**config.mk**
```make
export PLATFORM = sky130hd
export DESIGN_NAME = mbse_responder
export DESIGN_NICKNAME = d
export VERILOG_FILES = /design/src/design/mbse_pkg.sv /design/src/design/mbse_responder.sv /design/src/design/mbse_crc16.sv
export SDC_FILE = /design/constraint.sdc
export NUM_CORES = 1
export LEC_CHECK = 0
export BUFFER_PORTS_ARGS = -buffer_cell sky130_fd_sc_hd__buf_2
export CAP_MARGIN = 20
export CORE_MARGIN = 2
export CORE_UTILIZATION = 35
export CTS_BUF_LIST = sky130_fd_sc_hd__clkbuf_8
export CTS_CLUSTER_DIAMETER = 120
export DETAILED_ROUTE_END_ITERATION = 10
export GPL_ROUTABILITY_DRIVEN = 0
export GPL_TIMING_DRIVEN = 0
export PLACE_DENSITY = 0.57
export SYNTH_ARGS = -nofsm -noshare
export SYNTH_HDL_FRONTEND = slang
export SYNTH_SLANG_ARGS = --single-unit
```
**constraint.sdc**
```tcl
create_clock -name clock -period 3.2 [get_ports clock]
set_clock_uncertainty 0.2 [all_clocks]
set_input_delay 0.48 -clock clock [delete_from_list [all_inputs] [get_ports clock]]
set_output_delay 0.48 -clock clock [all_outputs]
set_load 0.005 [all_outputs]
```
**src/design/mbse_pkg.sv**
```systemverilog
// package for the request checker and exception responder
// assumes a single 250 MHz clock domain shared by all users
package mbse_pkg;
  // error codes carried in exception frames
  localparam logic [7:0] ERR_NONE = 8'h00;
  localparam logic [7:0] ERR_BAD_CMD = 8'h01;
  localparam logic [7:0] ERR_BAD_ADDR = 8'h02;
  localparam logic [7:0] ERR_BAD_DATA = 8'h03;
  localparam logic [7:0] ERR_OP_FAIL = 8'h04;
  localparam logic [7:0] ERR_PASSWORD = 8'h05;
  localparam logic [7:0] ERR_FRAME = 8'h06;
  localparam logic [7:0] ERR_READ_ONLY = 8'h07;
  localparam logic [7:0] ERR_RUNNING = 8'h08;
  localparam logic [7:0] ERR_LOCKED = 8'h09;
  // function codes handled here
  localparam logic [7:0] FC_READ = 8'h03;
  localparam logic [7:0] FC_WRITE = 8'h06;
  localparam logic [7:0] FC_DIAG = 8'h08;
  localparam logic [7:0] FC_WRITE_MULTI = 8'h10;
  localparam logic [7:0] EXC_FLAG = 8'h80;
  localparam logic [3:0] SCALE_BASE = 4'ha;
  localparam logic [1:0] MAX_DECIMALS = 2'h3;
  localparam logic [15:0] CRC_INIT = 16'hffff;
  localparam logic [15:0] CRC_POLY = 16'ha001;
  localparam logic [7:0] BYTE_RESET = 8'h00;
  localparam logic [15:0] WORD_RESET = 16'h0000;

  // one decoded request with the parameter attributes looked up for it
  typedef struct packed {
    logic [7:0] funcCode;
    logic [15:0] regAddr;
    logic [15:0] quantity;
    logic [15:0] data;
    logic frameLenOk;
    logic crcOk;
    logic addrOk;
    logic dataFieldOk;
    logic valueOk;
    logic pwdWrite;
    logic readOnly;
    logic noRunChange;
    logic [1:0] decimals;
  } mbse_req_t;

  // outgoing frame header, before the crc is appended
  typedef struct packed {
    logic [7:0] station;
    logic [7:0] funcCode;
    logic [7:0] errCode;
    logic [15:0] regAddr;
    logic [15:0] data;
    logic isException;
  } mbse_resp_t;
endpackage

```
**src/design/mbse_responder.sv**
```systemverilog
// request checker, scale converter and exception frame builder
// assumes the frame receiver fills the request struct and checks crc,
// and that the parameter table supplies address, range and attribute flags
//
// Operation
// - bus value equals parameter value times ten to its decimal count
// - writes divide by scale before storing; reads multiply stored value by scale
// - unimplemented function code or faulty slave answers error 01H
// - bad address and quantity combination answers error 02H
// - structurally disallowed data field answers error 03H
// - invalid written value answers error 04H
// - wrong password at verification address answers error 05H
// - wrong frame length or crc mismatch answers error 06H
// - write to read-only parameter answers 07H, value left unchanged
// - run-locked parameter written while running answers error 08H
// - locked device rejects any read or write except the password write with error 09H
// - normal response echoes function code and address or sub-function
// - exception response sets top bit of received function code
// - exception carries exactly one error byte after function code
`timescale 1ns/1ps
module mbse_responder
#(
  parameter logic [7:0] STATION_ADDR = 8'h01
)
(
  input wire logic clock,
  input wire logic sys_rst,
  input wire logic reqValid,
  input wire mbse_pkg::mbse_req_t req,
  input wire logic slaveFaulty,
  input wire logic driveRunning,
  input wire logic [15:0] userPasswordSetting,
  input wire logic [15:0] storedValue,
  output logic respValid,
  output mbse_pkg::mbse_resp_t resp,
  output logic [15:0] respCrc,
  output logic storeValid,
  output logic [15:0] storeAddr,
  output logic [15:0] storeData,
  output logic unlocked
);
  logic respValid_r, respValid_nxt;
  mbse_pkg::mbse_resp_t resp_r, resp_nxt;
  logic [15:0] respCrc_r, respCrc_nxt;
  logic storeValid_r, storeValid_nxt;
  logic [15:0] storeAddr_r, storeAddr_nxt;
  logic [15:0] storeData_r, storeData_nxt;
  logic unlocked_r, unlocked_nxt;
  logic [7:0] errCode;
  logic [15:0] scale;
  logic [15:0] crcA, crcB, crcC;
  logic isWrite, fcKnown, locked;

  // scale is ten raised to the parameter's decimal count
  always_comb
  begin
    case (req.decimals)
      2'h0: scale = 16'h0001;
      2'h1: scale = 16'h000a;
      2'h2: scale = 16'h0064;
      2'h3: scale = 16'h03e8; // MAX_DECIMALS caps the table
      default: scale = 16'h0001;
    endcase
  end

  assign isWrite = (req.funcCode == mbse_pkg::FC_WRITE) ||
    (req.funcCode == mbse_pkg::FC_WRITE_MULTI);
  assign fcKnown = isWrite || (req.funcCode == mbse_pkg::FC_READ) ||
    (req.funcCode == mbse_pkg::FC_DIAG);
  // a zero password means none is set
  assign locked = (userPasswordSetting != mbse_pkg::WORD_RESET) && !unlocked_r;

  // priority chain yields exactly one code per request
  always_comb
  begin
    if (!req.frameLenOk || !req.crcOk)
      errCode = mbse_pkg::ERR_FRAME;
    else if (!fcKnown || slaveFaulty)
      errCode = mbse_pkg::ERR_BAD_CMD;
    else if (req.pwdWrite && isWrite)
      errCode = (req.data == userPasswordSetting) ? mbse_pkg::ERR_NONE :
        mbse_pkg::ERR_PASSWORD;
    else if (locked)
      errCode = mbse_pkg::ERR_LOCKED;
    else if (!req.addrOk)
      errCode = mbse_pkg::ERR_BAD_ADDR;
    else if (!req.dataFieldOk)
      errCode = mbse_pkg::ERR_BAD_DATA;
    else if (isWrite && req.readOnly)
      errCode = mbse_pkg::ERR_READ_ONLY;
    else if (isWrite && req.noRunChange && driveRunning)
      errCode = mbse_pkg::ERR_RUNNING;
    else if (isWrite && !req.valueOk)
      errCode = mbse_pkg::ERR_OP_FAIL;
    else
      errCode = mbse_pkg::ERR_NONE;
  end

  // crc over station, function and error byte of an exception frame
  mbse_crc16 u_crc_a
  (
    .crcIn(mbse_pkg::CRC_INIT),
    .dataByte(STATION_ADDR),
    .crcOut(crcA)
  );
  mbse_crc16 u_crc_b
  (
    .crcIn(crcA),
    .dataByte(req.funcCode | mbse_pkg::EXC_FLAG),
    .crcOut(crcB)
  );
  mbse_crc16 u_crc_c
  (
    .crcIn(crcB),
    .dataByte(errCode),
    .crcOut(crcC)
  );

  // next-state for response, store and unlock state
  always_comb
  begin
    respValid_nxt = 1'b0;
    resp_nxt = resp_r;
    respCrc_nxt = respCrc_r;
    storeValid_nxt = 1'b0;
    storeAddr_nxt = storeAddr_r;
    storeData_nxt = storeData_r;
    unlocked_nxt = unlocked_r;
    // dropping the password clears the unlock so a later one relocks
    if (userPasswordSetting == mbse_pkg::WORD_RESET)
      unlocked_nxt = 1'b0;
    if (reqValid)
    begin
      respValid_nxt = 1'b1;
      resp_nxt.station = STATION_ADDR;
      resp_nxt.regAddr = req.regAddr;
      resp_nxt.errCode = errCode;
      resp_nxt.isException = (errCode != mbse_pkg::ERR_NONE);
      if (errCode != mbse_pkg::ERR_NONE)
      begin
        resp_nxt.funcCode = req.funcCode | mbse_pkg::EXC_FLAG;
        resp_nxt.data = mbse_pkg::WORD_RESET;
        respCrc_nxt = crcC;
      end
      else
      begin
        resp_nxt.funcCode = req.funcCode;
        respCrc_nxt = mbse_pkg::CRC_INIT; // normal frames get crc downstream
        if (isWrite)
          resp_nxt.data = req.data; // write echoes the request
        else
          resp_nxt.data = 16'(storedValue * scale);
        if (req.pwdWrite && isWrite)
          unlocked_nxt = 1'b1;
        else if (isWrite)
        begin
          // read-only and failed writes never reach here, value unchanged
          storeValid_nxt = 1'b1;
          storeAddr_nxt = req.regAddr;
          storeData_nxt = req.data / scale;
        end
      end
    end
  end

  // registers only
  always_ff @(posedge clock or posedge sys_rst)
  begin
    if (sys_rst)
    begin
      respValid_r <= 1'b0;
      resp_r <= '0;
      respCrc_r <= mbse_pkg::CRC_INIT;
      storeValid_r <= 1'b0;
      storeAddr_r <= mbse_pkg::WORD_RESET;
      storeData_r <= mbse_pkg::WORD_RESET;
      unlocked_r <= 1'b0;
    end
    else
    begin
      respValid_r <= respValid_nxt;
      resp_r <= resp_nxt;
      respCrc_r <= respCrc_nxt;
      storeValid_r <= storeValid_nxt;
      storeAddr_r <= storeAddr_nxt;
      storeData_r <= storeData_nxt;
      unlocked_r <= unlocked_nxt;
    end
  end

  assign respValid = respValid_r;
  assign resp = resp_r;
  assign respCrc = respCrc_r;
  assign storeValid = storeValid_r;
  assign storeAddr = storeAddr_r;
  assign storeData = storeData_r;
  assign unlocked = unlocked_r;
endmodule

```
**src/design/mbse_crc16.sv**
```systemverilog
// byte-serial crc-16 for outgoing frames, one byte per call
// assumes caller holds the running value and seeds it with the init value
`timescale 1ns/1ps
module mbse_crc16
(
  input wire logic [15:0] crcIn,
  input wire logic [7:0] dataByte,
  output logic [15:0] crcOut
);
  // eight shift steps unrolled by the loop, reflected polynomial
  always_comb
  begin
    logic [15:0] c;
    c = crcIn ^ {8'h00, dataByte};
    for (int i = 0; i < 8; i++)
    begin
      if (c[0])
        c = (c >> 1) ^ mbse_pkg::CRC_POLY;
      else
        c = c >> 1;
    end
    crcOut = c;
  end
endmodule

```
==> results of run 1 <==
[cell usage after synthesis, types with 6 or more instances]
master / instances
o21ai_0: 52
fa_1: 58
o21ai_1: 7
a211oi_1: 8
a31oi_1: 14
and2_1: 43
inv_1: 157
xnor2_1: 81
a21o_1: 36
xor2_1: 27
or3_1: 9
mux2i_1: 18
buf_1: 7
o31ai_1: 13
nand2b_1: 16
dfstp_2: 16
nand3_1: 27
nor2b_1: 10
and3_1: 22
o22a_1: 6
mux2_2: 49
dfrtp_1: 81
o22ai_1: 17
o21bai_1: 11
nor2_1: 115
nor3_1: 44
nand2_1: 171
o211ai_1: 12
or2_2: 10
a21oi_1: 110
o21a_1: 28
nor4_1: 11
buf_2: 7
nand4_1: 16
ha_1: 171
clkbuf_1: 34
buf_4: 14
[logic make-up after synthesis]
family,after synthesis,share of synthesized area
AO/OA/AOI/OAI,389,0.1956
XOR/XNOR,108,0.06929
adder cells (fa/ha/maj),229,0.2418
buffers and inverters,222,0.06663
flip-flops,97,0.1793
multiplexers,71,0.05792
other,1,0.0002747
AND/OR/NAND/NOR,527,0.1893
[worst max-delay path, delay by kind of cell]
family / cells / cell delay (ns)
compound gates: 58 / 10.17
mux: 6 / 1.99
simple gates: 34 / 6.22
fa+ha+maj: 16 / 4.17
buf+inv: 14 / 2.00
[worst max path at each step]
stage	start	end	slack (ns)	depth (start not counted)
detailed placement	req[1]	storeData[0]	-25.01	132
finish	req[0]	storeData[0]	-21.96	128
global placement	req[1]	storeData[0]	-24.90	132
CTS	req[1]	storeData[0]	-21.58	132
global route	req[1]	storeData[0]	-22.85	128
floorplan	req[0]	storeData[0]	-21.36	136
[per-stage QoR]
step           setup TNS, ns  instance area [µm²]  utilization  cells
2_1_floorplan        -162.20                14500            -   1654
3_3_place_gp         -344.01                16060       0.4164   2353
3_5_place_dp         -233.96                16090       0.4172   2354
4_1_cts              -161.46                19140       0.4963   2570
5_1_grt              -179.80                19950       0.5174   2624
6_report             -168.82                19950       0.5175   2625
[final cells by class]
type                    count  area [µm²]
diodes                      3       7.507
plain buffers              62       524.3
clock buffers              10       137.6
clock inverters             6       45.04
fillers                  3559       18610
inverters                 158       643.1
multi-input cells        1336       12290
flip-flops and latches     97        2447
well taps                 518       648.1
repair buffers            435        3209
[flip-flops by register name (all words and copies together), names as in the netlist]
signal	count
resp	46
storeValid	1
respCrc	16
respValid	1
unlocked	1
storeData	16
storeAddr	16
[per-layer routing]
| layer | vias up | part of all wire | global-route usage |
|---|---|---|---|
| li1 | 6694 | - | - |
| met3 | 114 | 0.063 | 0.04195 |
| met5 | - | 0.0011 | 0 |
| met4 | 8 | 0.034 | 0.07957 |
| met1 | 6789 | 0.42 | 0.2935 |
| met2 | 481 | 0.48 | 0.4070 |
[what timing repair did]
| action | 4_1_cts | 5_1_grt |
|---|---|---|
| setup buffers | 194 | 53 |
| pin swaps | 151 | 72 |
| hold endpoints to repair | 31 | 0 |
| gates resized for setup | 263 | 84 |
| setup endpoints to repair | 60 | 52 |
| cloned | 8 | 0 |
| hold buffers | 1 | 0 |
==> out/metrics.csv, run 1 <==
stage,metric,value,unit
outcome,status,finished with violations,
outcome,violated checks,setup timing,
floorplan,core area,38560,µm²
place,number of port buffers,181,
floorplan,Die Y,201.5,µm
critical_path,Crit Path Class,input port to register,
critical_path,"slowest stage delay, CP",0.55,ns
floorplan,initial core utilization,0.3541,
critical_path,R2R Path End,storeData[0],
timing,Peak Freq,0.03974,GHz
timing,Setup Viol. Count Final,47,
detailed_routing,final wirelength,49180,µm
clocking,Inserted Clock Buffers,9,
detailed_routing,Initial DRC Count,844,
clocking,CTS max path bufs,2,
clocking,worst skew pair latency,0.38,ns
yosys,Ys Warns,0,
clocking,clock root cell,clkbuf_8,
critical_path,worst reg2reg setup slack,0.21,ns
timing,Worst-Margin Slew,1.103,ns
timing,min Tclk post-route,25.16,ns
timing,crit share post-route,7.864,
global_route,initial antenna violation count,7,
floorplan,Die Wd,201.5,µm
yosys,area share of the largest cell type after synthesis,0.1567,
global_route,GRT Overall Usage,0.2348,
yosys,sequential fraction of the synthesis area,0.1793,
yosys,cell taking the most area after synthesis,ha_1,
yosys,Post-synth EDFFs,0,
critical_path,reg2reg path depth,12,
critical_path,Worst R2R Start,unlocked,
timing,worst setup margin,-21.96,ns
critical_path,Setup crit end kind,register,
yosys,"FFs w/ async S/R, synth",1.000,
final_layout,Syn-to-layout area delta,46.15,%
global_route,number of global-route vias before repair,14345,
clocking,clock transition at the registers of the reported paths,0.13,ns
floorplan,FP Rows,72,
yosys,Mean Syn Cell Area,8.304,µm²
detailed_routing,Pre-antenna DRT Iters,5,
critical_path,most numerous cell on the critical path,ha_4,
detailed_routing,WL per Instance,18.73,µm
timing,slew margin rel.,0.2634,
hold_path,worst hold path class,input port to register,
timing,final slew viol count,0,
clocking,clk sinks,97,
critical_path,worst path required time,3.27,ns
place,Place WS,-25.01,ns
yosys,Most used DFF post-synth,dfrtp_1,
detailed_routing,DRC viols,0,
floorplan,num ports,211,
final_layout,share of cells above drive strength 1,0.4054,
global_route,pin count of the biggest net entering global routing,65,
yosys,Netlist cell types,105,
hold_path,hold path endpoint,storeAddr[2],
timing,Final Hold Viols,0,
critical_path,CP Max Fanout,9,
critical_path,Startpoint Class,input port,
final_layout,"commonest non-fill, non-tap cells in the layout","buf_4 (198), buf_2 (178), nand2_1 (156), inv_1 (136), ha_1 (122)",
detailed_routing,DR vias/cell,5.366,
timing,RSZ-0062 raised after global routing,yes,
hold_path,WHS Path Cells,3,
critical_path,Slowest cell on crit path,or4_4,
floorplan,Die Footprint,40600,µm²
hold_path,Hold Path Origin,req[44],
global_route,first-pass GRT wire length,76060,µm
clocking,CTS tree,done,
critical_path,WP data arrival,25.23,ns
job,max_cap viols,0,
place,placed wire-length estimate,35190,µm
yosys,Mapped Cells,1644,
detailed_routing,DR vias,14086,
timing,hold slack,0.07648,ns
yosys,ranking of synthesized cells by area,"ha_1 (16%), dfrtp_1 (15%), fa_1 (8.5%)",
final_layout,number of nets in the layout,2431,
yosys,post-synthesis cell area,13650,µm²
global_route,grt ovf,0,
clocking,H-tree depth,3,
yosys,Synth Register Bits,97,
detailed_routing,Final ANT Viol Nets,0,
final_layout,"most common cell after layout, fill and taps aside",buf_4,
Power of run 1 is left out: the tool's default activity adds up to more than one toggle a clock period on the data nets, which glitch-free logic cannot reach.
==> inputs of run 2 (changes only) <==
--- a/config.mk
+++ b/config.mk
@@ -7,7 +7,6 @@
 export LEC_CHECK = 0
 export BUFFER_PORTS_ARGS = -buffer_cell sky130_fd_sc_hd__buf_2
 export CAP_MARGIN = 20
-export CORE_MARGIN = 2
 export CORE_UTILIZATION = 35
 export CTS_BUF_LIST = sky130_fd_sc_hd__clkbuf_8
 export CTS_CLUSTER_DIAMETER = 120
==> run 2 against run 1 <==
  * The run still ends with setup timing left
  * Sequential share of layout area decreased by 0.46 points
  * Core utilization increased by 2.8 points
  * Cell count increased by 2.5%
  * Critical endpoint unchanged
  * Largest cell class unchanged
==> out/metrics.csv, run 2 (same netlist as run 1, synthesis figures left out) <==
stage,metric,value,unit,change
outcome,status,finished with violations,,
outcome,violated checks,setup timing,,
final_layout,"most common cell after layout, fill and taps aside",buf_4,,
clocking,Inserted Clock Buffers,9,,unchanged
critical_path,CP top delay family,compound AO/OA/AOI/OAI gates,,
detailed_routing,WL per Instance,19.06,µm,+1.7%
final_layout,number of nets in the layout,2500,,+2.8%
global_route,first-pass GRT wire length,74910,µm,-1.5%
detailed_routing,Initial DRC Count,959,,+14%
detailed_routing,Pre-antenna DRT Iters,5,,unchanged
global_route,GRT Max-Usage Layer,met2,,
final_layout,max reg flops,46,,unchanged
global_route,GRT Overall Usage,0.2409,,+0.006033
global_route,number of global-route vias before repair,14018,,-2.3%
hold_path,worst hold path class,input port to register,,
floorplan,num ports,211,,unchanged
final_layout,Syn-to-layout area delta,51.79,%,
timing,crit share post-route,7.931,,+0.06694
job,max_cap viols,0,,unchanged
floorplan,initial core utilization,0.3591,,+0.004987
final_layout,multi-input logic area,12350,µm²,+0.52%
critical_path,Crit Path Class,input port to register,,
final_layout,Reg area,2447,µm²,unchanged
clocking,worst skew pair latency,0.38,ns,about the same
critical_path,Slowest cell on crit path,or4_4,,
floorplan,Die Y,199.5,µm,-0.99%
timing,Peak Freq,0.03940,GHz,-0.84%
critical_path,"Buf+Inv Stages, Crit Path",13,,-1
timing,min Tclk post-route,25.38,ns,+0.2142 ns
detailed_routing,DR vias,14537,,+3.2%
detailed_routing,final wirelength,51280,µm,+4.3%
timing,Final Hold Viols,0,,unchanged
global_route,met1 GRT Util,0.3021,,+0.008594
clocking,clock transition at the registers of the reported paths,0.12,ns,about the same
place,placed cell area,16080,µm²,about the same
clocking,CTS tree,done,,
critical_path,most numerous cell on the critical path,ha_4,,
final_layout,Final Cell Area,20720,µm²,+3.9%
floorplan,Die Wd,199.5,µm,-0.99%
clocking,clock root cell,clkbuf_8,,
clocking,H-tree depth,3,,unchanged
critical_path,WP data arrival,25.46,ns,+0.23 ns
global_route,grt met3 use,0.03257,,-0.009376
timing,Setup Viol. Count Final,45,,-4.3%
detailed_routing,DR vias/cell,5.402,,+0.67%
timing,Worst-Margin Slew,1.081,ns,-0.02264 ns
clocking,clk sinks,97,,unchanged
floorplan,FP Rows,71,,-1.4%
global_route,initial antenna violation count,7,,unchanged
critical_path,worst path required time,3.29,ns,+0.02 ns
timing,worst setup margin,-22.18,ns,-0.2142 ns
final_layout,share of cells above drive strength 1,0.4330,,+0.02762
critical_path,"slowest stage delay, CP",0.57,ns,+0.02 ns
floorplan,core area,38020,µm²,-1.4%
critical_path,Setup crit end kind,register,,
detailed_routing,DRC viols,0,,unchanged
clocking,CTS max path bufs,2,,unchanged
global_route,pin count of the biggest net entering global routing,66,,+1.5%
detailed_routing,Final ANT Viol Nets,0,,unchanged
global_route,grt ovf,0,,unchanged
final_layout,"commonest non-fill, non-tap cells in the layout","buf_4 (257), buf_2 (178), nand2_1 (142), inv_1 (136), ha_1 (124)",,
timing,final slew viol count,0,,unchanged
critical_path,Startpoint Class,input port,,
place,number of port buffers,181,,unchanged
timing,RSZ-0062 raised after global routing,yes,,
place,Place WS,-25.24,ns,-0.2282 ns
final_layout,final core occ,0.5450,,+0.02756
critical_path,CP Max Fanout,8,,-1
final_layout,# fillers,3344,,-6.0%
place,placed wire-length estimate,35180,µm,about the same
timing,slew margin rel.,0.2785,,+0.01511
global_route,GRT met2 Usage,0.4275,,+0.02045
floorplan,Die Footprint,39800,µm²,-2.0%
## run 2: changes by cell type in the layout (fill, tap and decap cells not counted), sizes merged
cell and delta:
buf +75, bufinv +2, clkbuf -6, clkinv +3, diode +4, inv -4, nor3 -1
## run 2: path summary, 6_finish.rpt
| path | startpoint | endpoint | slack (ns) | depth (start not counted) |
|---|---|---|---|---|
| setup / recovery | req[0] | storeData[0] | -22.18 | 131 |
| hold / removal | req[57] | storeAddr[15] | 0.08 | 3 |
| setup reg to reg | unlocked | storeData[0] | 0.20 | 11 |
| hold reg to reg | storeAddr[0] | storeAddr[0] | 0.28 | 2 |
| max in group asynchronous | sys_rst | respCrc[11] | 1.64 | 4 |
| min in group asynchronous | sys_rst | resp[21] | 0.43 | 3 |
## run 2: final cells by class
| class | count | share of cell area |
|---|---|---|
| Sequential cell | 97 | 0.1181 |
| Tap cell | 511 | 0.03085 |
| Timing Repair Buffer | 506 | 0.1859 |
| Clock buffer | 9 | 0.005978 |
| Buffer | 61 | 0.02506 |
| Multi-Input combinational cell | 1335 | 0.5961 |
| Antenna cell | 7 | 0.0008453 |
| Inverter | 158 | 0.03248 |
| Clock inverter | 7 | 0.004649 |
## run 2: repair_timing
action | in CTS | in global routing
hold endpoints to repair | 32 | 0
hold buffers | 1 | 0
endpoints found under the setup margin | 59 | 60
gates cloned | 5 | 3
buffers inserted | 214 | 129
pin swaps | 116 | 145
gates resized for setup | 182 | 249
## run 2: worst reg2reg max path, delay by kind of cell, from the launching register on
family                     cells  cell delay (ns)
buffers and inverters          1             0.08
AOI/OAI and AO/OA              6             1.31
adders and majority gates      1             0.20
and+or+nand+nor                3             0.67
DFF                            1             0.45
## run 2: through the flow
stage | cells | hold slack (ns) | TNS [ns]
after CTS | 2568 | 0.04314 | -174.31
final | 2691 | 0.08231 | -173.34
after detailed placement | 2347 | 0.2570 | -228.37
after floorplan | 1654 | 0.2622 | -162.20
after global placement | 2346 | 0.2490 | -338.70
after global routing | 2687 | 0.07767 | -183.82
## run 2: per-layer routing
metal	vias up	share of wire
li1	6856	-
met1	7056	0.42
met2	506	0.48
met3	117	0.060
met4	2	0.033
met5	-	0.00033
Power of run 2 is left out for the same reason.
